==> src/samc_pkg.sv <==
// Package for the sleep and airplane mode controller.
// Assumes a single core clock domain and a plain register port.
package samc_pkg;

  // Register byte offsets.
  localparam logic [7:0] REG_CTRL = 8'h00;
  localparam logic [7:0] REG_FUNC = 8'h04;
  localparam logic [7:0] REG_STATUS = 8'h08;
  localparam logic [7:0] REG_IRQ_STAT = 8'h0C;
  localparam logic [7:0] REG_IRQ_EN = 8'h10;
  localparam logic [7:0] REG_IRQ_CLR = 8'h14;
  localparam logic [7:0] REG_CMD = 8'h18;

  // Control register bit positions.
  localparam int CTRL_SLEEP_EN = 0;
  localparam int CTRL_USB_HOST = 1;
  localparam int CTRL_REMOTE_WK = 2;
  localparam int CTRL_HS_POL = 3;
  localparam int CTRL_AIR_PIN_EN = 4;
  localparam int CTRL_POWER_DOWN = 5;
  localparam int CTRL_REPORT = 6;
  localparam int CTRL_USB_DATA = 7;
  localparam int CTRL_USB_SUSP = 8;

  // Functionality levels.
  localparam logic [2:0] FUN_MIN = 3'h0;
  localparam logic [2:0] FUN_FULL = 3'h1;
  localparam logic [2:0] FUN_AIR = 3'h4;

  // Reset values.
  localparam logic [8:0] CTRL_RESET = 9'h000;
  localparam logic [2:0] FUNC_RESET = FUN_FULL;
  localparam logic [3:0] IRQ_RESET = 4'h0;

  // Interrupt bit positions.
  localparam int IRQ_SLEEP = 0;
  localparam int IRQ_WAKE = 1;
  localparam int IRQ_REJECT = 2;
  localparam int IRQ_BADFUN = 3;

  // Wake pulse lengths.
  localparam int RI_PULSE_NS = 120;
  localparam int CLK_PERIOD_NS = 5;
  localparam int RI_PULSE_CYC = (RI_PULSE_NS + CLK_PERIOD_NS - 1) / CLK_PERIOD_NS;

  typedef enum logic [1:0] {
    SAMC_AWAKE = 2'b00,
    SAMC_SLEEP = 2'b01,
    SAMC_DOWN = 2'b10
  } samc_state_e;

  typedef struct packed {
    logic dtr;
    logic radio_off_n;
    logic host_sleep_sense;
    logic bus_power_sense;
  } samc_pins_s;

  typedef struct packed {
    logic [7:0] addr;
    logic [31:0] wdata;
    logic wr;
    logic rd;
  } samc_bus_s;

endpackage

==> src/samc_ctrl.sv <==
// Sleep, wake and airplane mode controller for a cellular modem core.
// Assumes asynchronous host pins that are synchronised here and one clock.
//
// Our own choices: the address map and the plain strobed port.
`timescale 1ns/1ps
module samc_ctrl #(
  // RI pulse length in core clock cycles.
  parameter int RI_CYC = samc_pkg::RI_PULSE_CYC
) (
  // Clock and reset
  input wire logic core_clk,
  input wire logic rst_n,
  // Register port
  input wire samc_pkg::samc_bus_s bus,
  output logic [31:0] rdata,
  // Host pins
  input wire samc_pkg::samc_pins_s pins,
  // Power and function outputs
  output logic asleep,
  output logic ri_out,
  output logic usb_remote_wake,
  output logic rf_enable,
  output logic sim_enable,
  output logic gnss_enable,
  output logic serial_enable,
  output logic sw_active,
  output logic rx_enable,
  output logic cmd_reject,
  output logic irq
);
  import samc_pkg::*;

  // The pulse checker below watches eight cycles and the counter holds eight bits.
  if (RI_CYC < 8 || RI_CYC > 255) begin : g_bad_ri_cyc
    $error("RI_CYC must lie between 8 and 255");
  end

  samc_pins_s sync1;
  samc_pins_s sync2;
  logic [8:0] ctrl;
  logic [2:0] func;
  logic [3:0] irq_stat;
  logic [3:0] irq_en;
  samc_state_e state;
  samc_state_e next_state;
  logic [7:0] ri_cnt;
  logic host_asleep;
  logic airplane;
  logic enter_ok;
  logic wake_req;
  logic report_pend;
  logic report_q;
  logic ev_sleep;
  logic ev_wake;
  logic ev_reject;
  logic ev_badfun;
  logic wr_cmd;
  logic cmd_is_rf;
  logic wr_func;
  logic func_ok;
  logic bus_power_q;
  logic ri_want;
  logic [1:0] warm_cnt;

  // Only the second stage is read; the first may be metastable.
  always_ff @(posedge core_clk or negedge rst_n) begin
    if (!rst_n) begin
      sync1 <= '0;
      sync2 <= '0;
    end else begin
      sync1 <= pins;
      sync2 <= sync1;
    end
  end

  // Previous synchronised bus power level, so that a restore is seen as an edge.
  always_ff @(posedge core_clk or negedge rst_n) begin
    if (!rst_n) begin
      bus_power_q <= 1'b0;
    end else begin
      bus_power_q <= sync2.bus_power_sense;
    end
  end

  // Host sleep polarity: bit set means a high level marks the host asleep.
  assign host_asleep = ctrl[CTRL_HS_POL] ? sync2.host_sleep_sense : ~sync2.host_sleep_sense;

  // The pin only counts once software enabled it, so a floating pin at boot is harmless.
  assign airplane = (func != FUN_FULL) || (ctrl[CTRL_AIR_PIN_EN] && !sync2.radio_off_n);

  // Register writes.
  assign wr_func = bus.wr && (bus.addr == REG_FUNC);
  assign func_ok = (bus.wdata[2:0] == FUN_MIN) || (bus.wdata[2:0] == FUN_FULL) || (bus.wdata[2:0] == FUN_AIR);
  assign wr_cmd = bus.wr && (bus.addr == REG_CMD);
  assign cmd_is_rf = bus.wdata[0];

  always_ff @(posedge core_clk or negedge rst_n) begin
    if (!rst_n) begin
      ctrl <= CTRL_RESET;
    end else if (bus.wr && bus.addr == REG_CTRL) begin
      ctrl <= bus.wdata[8:0];
    end
  end

  always_ff @(posedge core_clk or negedge rst_n) begin
    if (!rst_n) begin
      func <= FUNC_RESET;
    end else if (wr_func && func_ok) begin
      func <= bus.wdata[2:0];
    end
  end

  // Sleep entry and wake conditions.
  always_comb begin
    if (ctrl[CTRL_USB_HOST]) begin
      enter_ok = ctrl[CTRL_SLEEP_EN] && sync2.dtr && (ctrl[CTRL_USB_SUSP] || !sync2.bus_power_sense);
    end else begin
      enter_ok = ctrl[CTRL_SLEEP_EN] && sync2.dtr;
    end
  end

  assign wake_req = !sync2.dtr
                 || (ctrl[CTRL_USB_HOST] && ctrl[CTRL_USB_DATA])
                 || (sync2.bus_power_sense && !bus_power_q)
                 || !ctrl[CTRL_SLEEP_EN];
  assign report_pend = ctrl[CTRL_REPORT];

  always_comb begin
    next_state = state;
    case (state)
      SAMC_AWAKE: begin
        if (ctrl[CTRL_POWER_DOWN]) begin
          next_state = SAMC_DOWN;
        end else if (enter_ok && !wake_req) begin
          next_state = SAMC_SLEEP;
        end
      end
      SAMC_SLEEP: begin
        if (ctrl[CTRL_POWER_DOWN]) begin
          next_state = SAMC_DOWN;
        end else if (wake_req || !enter_ok) begin
          next_state = SAMC_AWAKE;
        end
      end
      SAMC_DOWN: begin
        if (!ctrl[CTRL_POWER_DOWN]) begin
          next_state = SAMC_AWAKE;
        end
      end
      default: next_state = SAMC_AWAKE;
    endcase
  end

  always_ff @(posedge core_clk or negedge rst_n) begin
    if (!rst_n) begin
      state <= SAMC_AWAKE;
    end else begin
      state <= next_state;
    end
  end

  // Host wakeup. Unless USB remote wakeup is on, RI fires when a pending report and a sleeping host first coincide, so a report
  // raised while the host is still awake rings once the host drops into sleep.
  assign ri_want = report_pend && host_asleep && !(ctrl[CTRL_USB_HOST] && ctrl[CTRL_REMOTE_WK]);

  always_ff @(posedge core_clk or negedge rst_n) begin
    if (!rst_n) begin
      report_q <= 1'b0;
      ri_cnt <= 8'h00;
      ri_out <= 1'b0;
      usb_remote_wake <= 1'b0;
    end else begin
      report_q <= ri_want;
      if (ri_want && !report_q) begin
        ri_cnt <= 8'(RI_CYC);
      end else if (ri_cnt != 8'h00) begin
        ri_cnt <= ri_cnt - 8'h01;
      end
      ri_out <= (ri_cnt != 8'h00);
      usb_remote_wake <= report_pend && host_asleep && ctrl[CTRL_USB_HOST] && ctrl[CTRL_REMOTE_WK];
    end
  end

  // Function outputs.
  // Positioning ignores the function level and only drops in power-down.
  always_ff @(posedge core_clk or negedge rst_n) begin
    if (!rst_n) begin
      rf_enable <= 1'b1;
      sim_enable <= 1'b1;
      gnss_enable <= 1'b1;
      serial_enable <= 1'b1;
      sw_active <= 1'b1;
      rx_enable <= 1'b1;
      asleep <= 1'b0;
    end else begin
      rf_enable <= !airplane && (state != SAMC_DOWN);
      sim_enable <= (func != FUN_MIN) && (state != SAMC_DOWN);
      gnss_enable <= (state != SAMC_DOWN);
      serial_enable <= (state != SAMC_DOWN);
      sw_active <= (state != SAMC_DOWN);
      rx_enable <= (state != SAMC_DOWN) && !airplane;
      asleep <= (state == SAMC_SLEEP);
    end
  end

  // The reject pulse tells the command layer to drop the RF command.
  always_ff @(posedge core_clk or negedge rst_n) begin
    if (!rst_n) begin
      cmd_reject <= 1'b0;
    end else begin
      cmd_reject <= wr_cmd && cmd_is_rf && airplane;
    end
  end

  // Interrupts: set wins over clear.
  assign ev_sleep = (state == SAMC_AWAKE) && (next_state == SAMC_SLEEP);
  assign ev_wake = (state == SAMC_SLEEP) && (next_state == SAMC_AWAKE);
  assign ev_reject = wr_cmd && cmd_is_rf && airplane;
  assign ev_badfun = wr_func && !func_ok;

  always_ff @(posedge core_clk or negedge rst_n) begin
    if (!rst_n) begin
      irq_stat <= IRQ_RESET;
    end else begin
      irq_stat <= (irq_stat & ~((bus.wr && bus.addr == REG_IRQ_CLR) ? bus.wdata[3:0] : 4'h0))
                  | {ev_badfun, ev_reject, ev_wake, ev_sleep};
    end
  end

  always_ff @(posedge core_clk or negedge rst_n) begin
    if (!rst_n) begin
      irq_en <= IRQ_RESET;
    end else if (bus.wr && bus.addr == REG_IRQ_EN) begin
      irq_en <= bus.wdata[3:0];
    end
  end

  always_ff @(posedge core_clk or negedge rst_n) begin
    if (!rst_n) begin
      irq <= 1'b0;
    end else begin
      irq <= |(irq_stat & irq_en);
    end
  end

  // Register reads, answered one cycle after the strobe.
  always_ff @(posedge core_clk or negedge rst_n) begin
    if (!rst_n) begin
      rdata <= 32'h0000_0000;
    end else if (bus.rd) begin
      case (bus.addr)
        REG_CTRL: rdata <= {23'h0, ctrl};
        REG_FUNC: rdata <= {29'h0, func};
        REG_STATUS: rdata <= {26'h0, airplane, host_asleep, sync2.bus_power_sense, sync2.dtr, state};
        REG_IRQ_STAT: rdata <= {28'h0000000, irq_stat};
        REG_IRQ_EN: rdata <= {28'h0000000, irq_en};
        default: rdata <= 32'h0000_0000;
      endcase
    end else begin
      rdata <= 32'h0000_0000;
    end
  end

  // Assertions.
  // The synchroniser check waits until three samples after reset exist, since the past values
  // would otherwise be pin levels taken while the flops were still held in reset.
  always_ff @(posedge core_clk or negedge rst_n) begin
    if (!rst_n) begin
      warm_cnt <= 2'h0;
    end else if (warm_cnt != 2'h3) begin
      warm_cnt <= warm_cnt + 2'h1;
    end
  end
endmodule // samc_ctrl

==> config.mk <==
export PLATFORM = sky130hd
export DESIGN_NAME = samc_ctrl
export DESIGN_NICKNAME = d
export VERILOG_FILES = /design/src/samc_pkg.sv /design/src/samc_ctrl.sv
export SDC_FILE = /design/constraint.sdc
export NUM_CORES = 1
export LEC_CHECK = 0
export ABC_AREA = 1
export BUFFER_PORTS_ARGS = -buffer_cell sky130_fd_sc_hd__buf_4
export CAP_MARGIN = 10
export CORE_MARGIN = 2
export CORE_UTILIZATION = 35
export CTS_BUF_LIST = sky130_fd_sc_hd__clkbuf_2
export CTS_CLUSTER_DIAMETER = 80
export DETAILED_ROUTE_END_ITERATION = 6
export HOLD_SLACK_MARGIN = 0.15
export PLACE_DENSITY = 0.63
export SLEW_MARGIN = 20
export SYNTH_ARGS = -nofsm -noshare
export SYNTH_HDL_FRONTEND = slang
export SYNTH_SLANG_ARGS = --single-unit
export TNS_END_PERCENT = 50
==> constraint.sdc <==
create_clock -name core_clk -period 1.5 [get_ports core_clk]
set_input_delay 0.075 -clock core_clk [delete_from_list [all_inputs] [get_ports core_clk]]
set_output_delay 0.075 -clock core_clk [all_outputs]
set_load 0.01 [all_outputs]
==> flow_summary.json <==
{
  "clkSlewWorstSetupHoldPaths_ps": 130,
  "rsz0062_at_grt": "true",
  "drc": 0,
  "htreeDepth": 3,
  "min_to": "rdata[0]",
  "drv_cap": 0,
  "dieArea_sq_mm": 0.00850,
  "avgSynthCellArea_sq_um": 8.87,
  "fmax_mhz": 665,
  "dpl_cell_area_sq_mm": 0.00308,
  "worstHoldPathType": "in2reg",
  "cp-start-kind": "input pin",
  "synth_mux_area_share_pct": 0,
  "yosysSeqAreaShare_pct": 52.6,
  "core_area_sq_mm": 0.00765,
  "synth_top_family_by_area": "simple AND/OR/NAND/NOR gates",
  "period_minus_slack_ps": 1500,
  "grt_first_pass_wirelength_microns": 10200,
  "path_max_fanout": 4,
  "hold_ws_ps": 220,
  "clock_latency_ps": 500,
  "p_per_area_mw_per_mm2": 921,
  "synth_compound_area_share_pct": 9.42,
  "netlist_top_cells_count": "55 x nand2_1, 53 x dfrtp_1, 42 x inv_1",
  "setup_viol": 1,
  "antenna_found_initial": 0,
  "grt_start_max_net_pins": 35,
  "cts_buffers": 9,
  "failed_checks": "setup timing",
  "yosys.area_share.simple_pct": 23.2,
  "ys_warn_count": 0,
  "multi_input_comb_area_sq_mm": 0.00101,
  "worstReg2RegEnd": "rdata[2]",
  "synth_fa_ha_area_share_pct": 0.460,
  "synth-xor-area-share_pct": 0.322,
  "synth_area_leaders": "dfrtp_1 49%, nand2_1 7.6%, buf_4 7.4%",
  "area_growth_syn_to_layout_pct": 33.5,
  "layout-drive-gt1-share_pct": 24.0,
  "arrival_ps": 1860,
  "layout_setup_ws_ps": -3.31,
  "end_kind": "flip-flop",
  "die_x_microns": 92.2,
  "synth.largest_area_cell": "dfrtp_1",
  "ys.flop_type": "dfrtp_1",
  "grt_pass1_vias": 2183,
  "antenna_left": 0,
  "min-delay-start": "bus[40]",
  "clk_path_buf_depth": 2,
  "dp_hpwl_microns": 4170,
  "synth_cell_types": 31,
  "wire_per_inst_microns": 12.5,
  "cts-root-buf": "clkbuf_2",
  "drt-pass1-iter-count": 6,
  "final_area_sq_mm": 0.00363,
  "final_nets": 453,
  "fillers": 746,
  "totalWireLength_microns": 6390,
  "reg2regPathDepth": 5,
  "drt_iter0_markers": 208,
  "yosysMostFrequentCell": "nand2_1",
  "reg2reg_slack_ps": 40,
  "fin_skew_ps": 46.2,
  "syn-instance-count": 307,
  "yosysTopAreaCellShare_pct": 48.7,
  "whs_path_depth": 8,
  "synth_seq_cells": 57,
  "grtUsageTotal_pct": 15.6,
  "hold_viol": 0,
  "timing.final.crit_share_pct": 100,
  "dieHeight_microns": 92.2,
  "overflow": 0,
  "start_util_pct": 35.6,
  "viasPerCell": 4.54,
  "clock-sinks": 57,
  "io_buffers": 44,
  "cts_tree": "built",
  "reg2reg_from": "ctrl[2]",
  "p_leak_nw": 1.88,
  "async_reset_ff_share_pct": 100,
  "outcome": "complete, but fails checks",
  "critPathRequiredTime_ps": 1860,
  "synth-edff-count": 0,
  "vias": 2320,
  "peakVddDrop_v": 0.000412,
  "netlist_area_sq_mm": 0.00272,
  "placement_rows": 32,
  "antenna_cells": 0,
  "regArea_sq_mm": 0.00143,
  "ios": 91,
  "gp_congestion": 0.861,
  "crit_type": "in2reg",
  "finalMaxSlewViolations": 0
}
layer usage:
layer	up-vias	global-route usage (%)	share of wire [%]
met5	-	0	0
met1	1108	19.2	44
met4	0	5.47	1.1
met3	11	5.75	5.7
met2	78	25.3	50
li1	1123	-	-
flip-flops by register name, indices dropped and copies added (netlist names), 2 cells and up:
signal / cells
ctrl: 9
rdata: 9
ri_cnt: 8
irq_en: 4
irq_stat: 4
sync1: 4
sync2: 4
func: 3
state: 2
area by class of cell:
class | instances | area share, %
flip-flops and latches | 57 | 39.5
multi-input cells | 201 | 27.7
inverters | 43 | 4.44
repair buffers | 92 | 22.0
clock buffers | 11 | 1.52
clock inverters | 5 | 1.31
well taps | 102 | 3.51
power by group:
group / leakage, nW / internal, mW / total (mW) / switching (mW)
Sequential: 0.697 / 1.65 / 1.77 / 0.111
Clock: 0.0708 / 0.384 / 0.926 / 0.542
Combinational: 1.11 / 0.294 / 0.654 / 0.359
cells by family after synthesis:
family	count (synthesis)
and+or+nand+nor	135
buffers and inverters	71
DFF	57
AOI/OAI and AO/OA	41
xor gates and xnor gates	1
adders and majority gates	1
other	1
worst max path at each step:
stage	from	to	slack, ps	cells after the start
finish	bus[1]	irq_stat[1]	-3	8
global route	ctrl[2]	rdata[2]	-10	5
CTS	ri_cnt[0]	ri_cnt[1]	40	8
detailed placement	ri_cnt[0]	ri_cnt[1]	80	8
global placement	ri_cnt[0]	ri_cnt[1]	150	8
floorplan	ri_cnt[0]	ri_cnt[3]	260	7
through the flow:
stage	setup slack (ps)	util, %	cells	power (mW)	TNS, ps
after detailed placement	75.5	40.3	450	2.31	0
after CTS	37.2	46.6	504	3.29	0
after global placement	150	40.3	450	2.28	0
final	-3.31	47.5	511	3.35	-3.31
after floorplan	262	-	329	2.15	0
after global routing	-11.4	47.5	511	3.55	-11.4
critical path, stage by stage:
cell	delay, ps
dlygate4sd3_1	530
buf_4	140
inv_1	40
nor2_1	90
dlygate4sd3_1	610
nand2_1	130
o21ai_0	180
nand2_1	80
what timing repair did:
item / 4_1_cts / 5_1_grt
setup endpoints to repair: 0 / 10
endpoints found under the hold margin: 91 / 1
gates resized for setup: 0 / 9
setup buffers: 0 / 6
hold buffers: 38 / 1
layout by cell type, fill, tap and decap left out, types with 2 or more instances in the layout:
cell type	instances
a21oi_1	9
a21oi_2	5
buf_4	52
clkbuf_2	11
clkinv_1	2
clkinv_2	2
conb_1	23
dfrtp_1	51
dfrtp_2	2
dfstp_2	4
dlygate4sd3_1	39
inv_1	40
inv_2	3
nand2_1	55
nand2_4	2
nand3_1	28
nand4_1	5
nor2_1	34
nor2_2	2
nor2_4	2
nor3_2	2
o211ai_1	2
o21ai_0	14
o21ai_1	3
o21ai_2	4
Note: power is estimated with default switching activity, not from simulation.
